### src/shared/timer16_regs.svh
`ifndef TIMER16_REGS_SVH
`define TIMER16_REGS_SVH

// ----------------------------------------------------------------------------
// Waveform mode field codes handled by this block
// ----------------------------------------------------------------------------
`define WGM_NORMAL 4'h0
`define WGM_CTC_CMP_A 4'h4
`define WGM_CTC_CAPTURE 4'hc

// ----------------------------------------------------------------------------
// Counter limits
// ----------------------------------------------------------------------------
`define COUNT_MAX 16'hffff
`define COUNT_BOTTOM 16'h0000

// ----------------------------------------------------------------------------
// Compare action field codes in the non-PWM modes
// ----------------------------------------------------------------------------
`define ACT_NONE 2'h0
`define ACT_TOGGLE 2'h1
`define ACT_CLEAR 2'h2
`define ACT_SET 2'h3

// ----------------------------------------------------------------------------
// Reset values
// ----------------------------------------------------------------------------
`define OCS_RESET 1'h0
`define FLAG_RESET 1'h0

`endif

### src/shared/timer16_pkg.sv
`default_nettype none

package timer16_pkg;

	// ------------------------------------------------------------------------
	// Counting behaviour decoded from the waveform mode field
	// ------------------------------------------------------------------------
	typedef enum logic [3:0] {
		CNT_NORMAL = 4'h1,
		CNT_CTC_CMP_A = 4'h2,
		CNT_CTC_CAPTURE = 4'h4,
		CNT_PWM = 4'h8
	} count_mode_t;

	// ------------------------------------------------------------------------
	// Register state of the counter core
	// ------------------------------------------------------------------------
	typedef struct packed {
		logic [15:0] count;
		logic [1:0] match_flag;
		logic overflow;
		logic capture;
		logic blocked;
	} core_state_t;

	// ------------------------------------------------------------------------
	// Register state of one output compare channel
	// ------------------------------------------------------------------------
	typedef struct packed {
		logic ocs;
	} chan_state_t;

endpackage

`default_nettype wire

### src/logic/compare_channel.sv
`include "timer16_regs.svh"
`default_nettype none

module compare_channel (
	input wire logic mclk_i,
	input wire logic arst_n_i,
	input wire logic event_i,
	input wire logic [1:0] action_i,
	input wire logic pin_enable_i,
	input wire logic pin_direction_i,
	input wire logic port_value_i,
	output logic state_o,
	output logic pin_o,
	output logic pin_oe_o
);

	timer16_pkg::chan_state_t st_ff;
	timer16_pkg::chan_state_t nxt_st;

	function automatic logic apply_action(input logic cur, input logic [1:0] act);
		case (act)
			`ACT_TOGGLE: apply_action = ~cur;
			`ACT_CLEAR: apply_action = 1'b0;
			`ACT_SET: apply_action = 1'b1;
			default: apply_action = cur;
		endcase
	endfunction

	// The state only moves on an event; a mode change alone never touches it.
	always_comb begin
		nxt_st = st_ff;
		if (event_i) begin
			nxt_st.ocs = apply_action(st_ff.ocs, action_i);
		end
	end

	always_ff @(posedge mclk_i or negedge arst_n_i) begin
		if (!arst_n_i) begin
			st_ff.ocs <= `OCS_RESET;
		end else begin
			st_ff <= nxt_st;
		end
	end

	assign state_o = st_ff.ocs;
	// The port value is kept whenever pin_enable_i is low, so software can
	// preset the state before handing the pin over.
	assign pin_o = (pin_enable_i && (action_i != `ACT_NONE)) ? st_ff.ocs : port_value_i;
	assign pin_oe_o = pin_direction_i;

endmodule

`default_nettype wire

### src/logic/timer16_compare_output_normal_ctc.sv
`include "timer16_regs.svh"
`default_nettype none

module timer16_compare_output_normal_ctc (
	input wire logic mclk_i,
	input wire logic arst_n_i,
	input wire logic tick_i,
	input wire logic [3:0] waveform_mode_field_i,
	input wire logic timer_count_wr_i,
	input wire logic [15:0] timer_count_wdata_i,
	input wire logic [15:0] compare_value_a_i,
	input wire logic [15:0] compare_value_b_i,
	input wire logic [15:0] capture_value_i,
	input wire logic capture_event_i,
	input wire logic [1:0] compare_action_field_a_i,
	input wire logic [1:0] compare_action_field_b_i,
	input wire logic force_compare_strobe_a_i,
	input wire logic force_compare_strobe_b_i,
	input wire logic [1:0] pin_output_enable_bit_i,
	input wire logic [1:0] pin_direction_bit_i,
	input wire logic [1:0] port_value_i,
	input wire logic [1:0] match_flag_clr_i,
	input wire logic overflow_flag_clr_i,
	input wire logic capture_flag_clr_i,
	output logic [15:0] timer_count_o,
	output logic [1:0] compare_match_flag_o,
	output logic overflow_flag_o,
	output logic capture_flag_o,
	output logic [1:0] compare_output_state_o,
	output logic [1:0] compare_output_pin_o,
	output logic [1:0] compare_output_pin_oe_o
);

	// ------------------------------------------------------------------------
	// Mode decoding
	// ------------------------------------------------------------------------
	function automatic timer16_pkg::count_mode_t decode_mode(input logic [3:0] wgm);
		case (wgm)
			`WGM_NORMAL: decode_mode = timer16_pkg::CNT_NORMAL;
			`WGM_CTC_CMP_A: decode_mode = timer16_pkg::CNT_CTC_CMP_A;
			`WGM_CTC_CAPTURE: decode_mode = timer16_pkg::CNT_CTC_CAPTURE;
			default: decode_mode = timer16_pkg::CNT_PWM;
		endcase
	endfunction

	function automatic logic is_non_pwm(input logic [3:0] wgm);
		is_non_pwm = (decode_mode(wgm) != timer16_pkg::CNT_PWM);
	endfunction

	timer16_pkg::core_state_t st_ff;
	timer16_pkg::core_state_t nxt_st;
	timer16_pkg::count_mode_t mode;
	logic non_pwm;
	logic live_tick;
	logic [1:0] cmp_match;
	logic [1:0] wave_event;
	logic [1:0] force_strobe;
	logic [1:0] action [2];
	logic [15:0] top_value;
	logic top_match;

	assign mode = decode_mode(waveform_mode_field_i);
	assign non_pwm = is_non_pwm(waveform_mode_field_i);
	assign force_strobe = {force_compare_strobe_b_i, force_compare_strobe_a_i};
	assign action[0] = compare_action_field_a_i;
	assign action[1] = compare_action_field_b_i;
	// The first tick after a counter write, however many cycles later, counts but must not match.
	assign live_tick = tick_i && !st_ff.blocked;
	assign cmp_match[0] = live_tick && (st_ff.count == compare_value_a_i);
	assign cmp_match[1] = live_tick && (st_ff.count == compare_value_b_i);
	// TOP is read straight from the register, so a value written below the
	// current count is only met again after the counter wraps.
	assign top_value = (mode == timer16_pkg::CNT_CTC_CAPTURE) ? capture_value_i : compare_value_a_i;
	assign top_match = live_tick && (st_ff.count == top_value);

	// ------------------------------------------------------------------------
	// Counter core
	// ------------------------------------------------------------------------
	always_comb begin
		nxt_st = st_ff;
		for (int i = 0; i < 2; i++) begin
			if (match_flag_clr_i[i]) begin
				nxt_st.match_flag[i] = 1'b0;
			end
			if (cmp_match[i]) begin
				nxt_st.match_flag[i] = 1'b1;
			end
		end
		if (overflow_flag_clr_i) begin
			nxt_st.overflow = 1'b0;
		end
		if (capture_flag_clr_i) begin
			nxt_st.capture = 1'b0;
		end
		if (capture_event_i) begin
			nxt_st.capture = 1'b1;
		end
		if (tick_i) begin
			nxt_st.blocked = 1'b0;
			if (st_ff.count == `COUNT_MAX) begin
				nxt_st.overflow = 1'b1;
			end
			case (mode)
				timer16_pkg::CNT_CTC_CMP_A: begin
					nxt_st.count = top_match ? `COUNT_BOTTOM : st_ff.count + 16'h0001;
				end
				timer16_pkg::CNT_CTC_CAPTURE: begin
					nxt_st.count = top_match ? `COUNT_BOTTOM : st_ff.count + 16'h0001;
					if (top_match) begin
						nxt_st.capture = 1'b1;
					end
				end
				default: begin
					nxt_st.count = st_ff.count + 16'h0001;
				end
			endcase
		end
		// A processor write lands on the system clock and wins over the tick.
		if (timer_count_wr_i) begin
			nxt_st.count = timer_count_wdata_i;
			nxt_st.blocked = 1'b1;
		end
	end

	always_ff @(posedge mclk_i or negedge arst_n_i) begin
		if (!arst_n_i) begin
			st_ff.count <= `COUNT_BOTTOM;
			st_ff.match_flag <= {2{`FLAG_RESET}};
			st_ff.overflow <= `FLAG_RESET;
			st_ff.capture <= `FLAG_RESET;
			st_ff.blocked <= 1'b0;
		end else begin
			st_ff <= nxt_st;
		end
	end

	assign timer_count_o = st_ff.count;
	assign compare_match_flag_o = st_ff.match_flag;
	assign overflow_flag_o = st_ff.overflow;
	assign capture_flag_o = st_ff.capture;

	// ------------------------------------------------------------------------
	// Output compare channels
	// ------------------------------------------------------------------------
	// PWM waveform shaping lives elsewhere; here the state only follows
	// matches and forces in the non-PWM modes and otherwise holds.
	for (genvar g = 0; g < 2; g++) begin : gen_chan
		assign wave_event[g] = non_pwm && (cmp_match[g] || force_strobe[g]);
		compare_channel u_chan (
			.mclk_i(mclk_i),
			.arst_n_i(arst_n_i),
			.event_i(wave_event[g]),
			.action_i(action[g]),
			.pin_enable_i(pin_output_enable_bit_i[g]),
			.pin_direction_i(pin_direction_bit_i[g]),
			.port_value_i(port_value_i[g]),
			.state_o(compare_output_state_o[g]),
			.pin_o(compare_output_pin_o[g]),
			.pin_oe_o(compare_output_pin_oe_o[g])
		);
	end
endmodule

`default_nettype wire

### config.mk
export PLATFORM = sky130hd
export DESIGN_NAME = timer16_compare_output_normal_ctc
export DESIGN_NICKNAME = d
export VERILOG_FILES = /design/src/shared/timer16_pkg.sv /design/src/logic/compare_channel.sv /design/src/logic/timer16_compare_output_normal_ctc.sv
export VERILOG_INCLUDE_DIRS = /design/src /design/src/shared
export SDC_FILE = /design/constraint.sdc
export NUM_CORES = 1
export LEC_CHECK = 0
export ABC_CLOCK_PERIOD_IN_PS = 2250
export BUFFER_PORTS_ARGS = -buffer_cell sky130_fd_sc_hd__buf_4
export CORE_MARGIN = 2
export CORE_UTILIZATION = 48
export DETAILED_ROUTE_END_ITERATION = 8
export HOLD_SLACK_MARGIN = 0.08
export PLACE_DENSITY = 0.9
export SETUP_SLACK_MARGIN = 0.05
export SYNTH_ARGS = -nofsm -noshare
export SYNTH_HDL_FRONTEND = slang
export SYNTH_SLANG_ARGS = --single-unit
### constraint.sdc
create_clock -name mclk_i -period 2.25 [get_ports mclk_i]
set_clock_uncertainty 0.05 [all_clocks]
set_input_delay 0 -clock mclk_i [delete_from_list [all_inputs] [get_ports mclk_i]]
set_output_delay 0 -clock mclk_i [all_outputs]
set_load 0.05 [all_outputs]
After elaboration in Yosys (flattened, before gate mapping)
Cells that the tools add are included.

operators by class
  add/subtract/negate cells = 1
  eq/ne operators = 15
  multiplexer cells = 22
  bitwise logic cells = 2
  reductions and logical operators = 22

operators by type and width
  kind                   count
  $mux 16                5
  $eq 16x16->1           3
  $add 16x1->16 const B  1
  $eq 16x16->1 const B   1
  $mux 1                 13
  $pmux 4 s3             1
  $reduce_bool 2->1      5
  $eq 2x2->1 const B     4
  $eq 4x3->1 const B     2
  $logic_and 1x1->1      8
  $pmux 1 s3             2
  $reduce_bool 3->1      2
  $eq 2x1->1 const B     2
  $eq 4x2->1 const B     1
  $eq 4x4->1 const B     1
  $logic_not 4->1        1
  $ne 4x4->1 const B     1
  $reduce_and 2->1       2
  $mux 3                 1
  $logic_or 1x1->1       2
  $not 1->1              2
  $reduce_or 2->1        1
  $logic_not 1->1        1

word-level totals
  bits in registers = 23
  input port bits = 89
  logic and storage cells = 70

Logic depth before layout (Yosys ltp)
  depth in word-level cells = 10
  gate-level depth with buffers = 8
  depth with buffers taken out = 6

Cells and area by module
Synthesis repeated with hierarchy kept, for this count alone.

second synthesis, totals
  cells, all modules = 308
  area total of the unflattened synthesis = 2399.8 um2

modules (own cells, without submodules)
  module                             times used  cells an instance  area each (um2)  seq. area each (um2)
  timer16_compare_output_normal_ctc  1           294                2252.2           525.5
  compare_channel                    2           7                  73.8             25.0

Worst setup path before layout
No wires, ideal clock.

  kind = register -> register
  start point = reg st_ff, in the netlist timer_count_o[0]
  end point = reg st_ff, in the netlist timer_count_o[14]
  arrival time = 1.813 ns
  data required time = 2.077 ns
  path slack = 0.264 ns
  stages on the path, launching flop included = 9
  period minus slack after synthesis = 1.986 ns
  cells stage by stage = dfrtp_1 -> buf_6 -> xnor2_2 -> nand2_1 -> a2111oi_4 -> a21oi_2 -> o41ai_4 -> buf_6 -> o21ai_2

between the ends
  cells in the longest elaborated chain, start to end = 6

RTL lines
  what                                                   RTL line                                  text
  from (decl)                                            timer16_compare_output_normal_ctc.sv:50   timer16_pkg::core_state_t st_ff;
  from (signal assigned)                                 timer16_compare_output_normal_ctc.sv:133  st_ff <= nxt_st;
  branches (longest 3 deep; another with $add 16x1->16)  n/a
  $mux 16 (*)                                            n/a
  $mux 16 (*)                                            timer16_compare_output_normal_ctc.sv:98   if (tick_i) begin
  $mux 16 (*)                                            timer16_compare_output_normal_ctc.sv:119  if (timer_count_wr_i) begin

Every way passes the cells marked *. The select of a mux whose other input is x is not followed.
A chain may end at the register's enable or synchronous reset.

Final worst setup path
  start point = reg st_ff, in the netlist timer_count_o[10]
  end point = reg st_ff, in the netlist timer_count_o[15]

Same word-level chain as after synthesis.

==> results by group <==
Status
  • Status: finished, final reports clean

Die
  • Core Area: slightly below 0.005 sq mm
  • Initial core utilization: 0.5060
  • Die span in x: roughly 75 microns
  • # rows: 25
  • Ports: about 120
  • Chip height: between 70 and 80 microns
  • Die footprint: between 0.005 and 0.006 sq mm

Global route
  • Overall Global Routing Usage: 0.2755
  • Largest net degree at the start of global routing: 35
  • Antenna violations before repair: 0
  • GRT overflow: 0
  • Vias in the first global route: 2,492
  • First-pass GRT wire length: about 12,000 microns

Power
  • PD cells: between 400 and 500 mW/mm^2
  • Static Leak: 1.528 nW
  • VDD IR-drop max: between 200 and 300 uV

Yosys
  • Sequential share of the synthesized area: 0.2361
  • Top cells by area, synth: dfrtp_1 (24%), xnor2_1 (10%), xor2_1 (8.3%), buf_4 (7.7%), a21oi_1 (4.1%)
  • Asr flop ratio synth: 1.000
  • Post-synth top area share: 0.2361
  • Post-Syn Area: 0.002437 sq mm
  • Mean post-synth cell area: between 8 and 9 sq um
  • Top cell type by total area after synthesis: dfrtp_1
  • Main synth FF type: dfrtp_1
  • Top cells by count, synth: xnor2_1 (28), buf_4 (25), dfrtp_1 (23), xor2_1 (23), a21oi_1 (20)
  • EDFF count, synth: 0
  • Mapped Cells: between 200 and 300
  • Synth Net Count: 382
  • Synth unique cells: 40
  • Yosys warning count: 0
  • FF+latch count, synth: 23
  • Cell with the most instances after synthesis: xnor2_1

Drt
  • Drt wl/cell: 16.69 microns
  • Final ANT Viol Nets: 0
  • Routed WL: ~8000 microns
  • Initial DRT Pass Iterations: 4
  • Via-per-instance ratio: 5.553
  • Via count: 2,643
  • DRC viols: 0
  • 1st-iter DRT viols: 190

CTS
  • Worst skew pair latency: ~0.28 ns
  • Worst-path clk slew: 0.10 ns
  • CTS tree: built
  • Root Buffer: clkbuf_8
  • CTS H-tree lvls: 1
  • CTS Sinks: 23
  • # Post-CTS Setup Buffers: 0
  • Max clock buf depth: 2
  • Total CTS buffers: 3

Timing
  • Worst Tran Pin Value: ~0.50 ns
  • Max-slew violations: 0
  • Fin. Hold Viols: 0
  • Max Clock Freq: ~470 MHz
  • Final min period: 2.106 ns
  • Max-Slew Margin vs Limit: 0.6671
  • Final Setup Violations: 0
  • Fin Hold WS: 0.1033 ns
  • RSZ-0062 raised after global routing: false
  • Crit share post-route: 0.9361
  • Setup tns final: 0 ns

Job
  • Max-Cap Viols: 0

Place
  • Port bufs: 110
  • DP HPWL: a little under 6000 microns
  • Routability congestion estimate from global placement: between 0.9 and 1

Layout
  • Post-layout net count: 500
  • Area Overhead vs Synth: 45.64%
  • Layout cell share with drive strength beyond 1: 0.3741
  • Ant. Diodes: 0

Hold path
  • Worst hold path type: in2async

Critical path
  • Worst Setup End Kind: register
  • CP startpoint kind: register
  • WP data required: about 2.4 ns
  • Critical Setup Path Class: reg2reg
  • Arr. time, crit path: 2.22 ns
  • CP Max Fanout: 15
  • Flop2flop setup slack: 0.14 ns
routing by layer:
metal / global-route usage / vias to the layer above / part of all wire
met2: 0.5117 / 140 / 0.52
met4: 0.09357 / 0 / 0.019
met3: 0.03882 / 15 / 0.074
met5: 0 / - / 0
met1: 0.3231 / 1258 / 0.38
li1: - / 1230 / -
registers in the layout, indices dropped and copies added (netlist names):
name and count:
capture_flag_o 1, compare_match_flag_o 2, gen_chan.u_chan.state_o 2, overflow_flag_o 1
st_ff 1, timer_count_o 16
report_power, final:
part,internal (W),leakage [nW],switching [W]
clock network,0.000125,0.0255,0.000157
logic,0.000390,1.22,0.000477
registers,0.000456,0.278,0.0000736
total,0.000970,1.53,0.000707
area by class of cell:
type / instances / area [sq um]
sequential: 23 / 576.8
clock inverter: 1 / 5.005
fill: 367 / 1267
clock buffer: 3 / 41.29
tap: 67 / 83.83
timing repair buffer: 160 / 1296
inverter: 14 / 52.55
multi-input combinational: 208 / 1494
cell families after synthesis:
logic type | after synthesis | synth area share
AO/OA/AOI/OAI | 62 | 0.1930
XOR/XNOR | 53 | 0.1966
adder cells (fa/ha/maj) | 1 | 0.005133
buffers and inverters | 61 | 0.1509
flip-flops | 23 | 0.2361
multiplexers | 2 | 0.009240
AND/OR/NAND/NOR | 90 | 0.2089
path summary, 6_finish.rpt:
kind	cells after the start	start	end
setup / recovery	7	timer_count_o[10]	timer_count_o[15]
hold / removal	2	arst_n_i	gen_chan[1].u_chan.state_o
hold reg to reg	1	st_ff[0]	st_ff[0]
setup reg to reg	7	timer_count_o[10]	timer_count_o[15]
min in group mclk_i	2	timer_count_wr_i	st_ff[0]
max in group asynchronous	2	arst_n_i	timer_count_o[3]
timing repair:
action / 4_1_cts / 5_1_grt
setup endpoints to repair: 0 / 7
resized for setup: 0 / 2
hold endpoints to repair: 47 / 0
hold buffers: 33 / 0
critical path, cell delays in order, from the launching register on:
cell and delay, ns:
dfrtp_1 0.46, xnor2_2 0.18, nand2_1 0.11, a2111oi_4 0.45
a21oi_2 0.14, o41ai_4 0.29, buf_12 0.20, o21ai_0 0.11
layout by cell type (no fill, tap or decap), types with 2 or more instances in the layout:
cell type,netlist,routed
nor4_1,4,4
xnor2_2,2,2
dlygate4sd3_1,0,33
a21oi_1,20,20
o21ai_2,11,11
nor3_1,9,9
o221ai_1,5,5
and2_1,5,5
buf_4,25,126
nor2_1,12,12
nor3b_1,13,13
mux2_2,2,2
o21ai_0,11,11
nand3_1,16,16
o211ai_1,4,4
nand4bb_1,2,2
clkbuf_8,0,3
nand2_1,11,11
o22ai_1,2,2
nand4_1,12,12
inv_1,14,13
xnor2_1,28,28
xor2_1,23,23
a2111oi_4,2,2
dfrtp_1,23,22
through the flow:
stage               cell area (sq um)  instances  total power [W]  utilization  worst slack, ns
finish                           3550        476         0.001677       0.7369           0.1437
global route                     3550        476         0.001745       0.7369          0.05426
CTS                              3548        476         0.001665       0.7366           0.1370
detailed placement               3172        439         0.001335       0.6584           0.1671
global placement                 3172        439         0.001311       0.6584           0.2181
floorplan                        2437        292         0.001103            -           0.2641
Note: power is estimated with default switching activity, not from simulation.
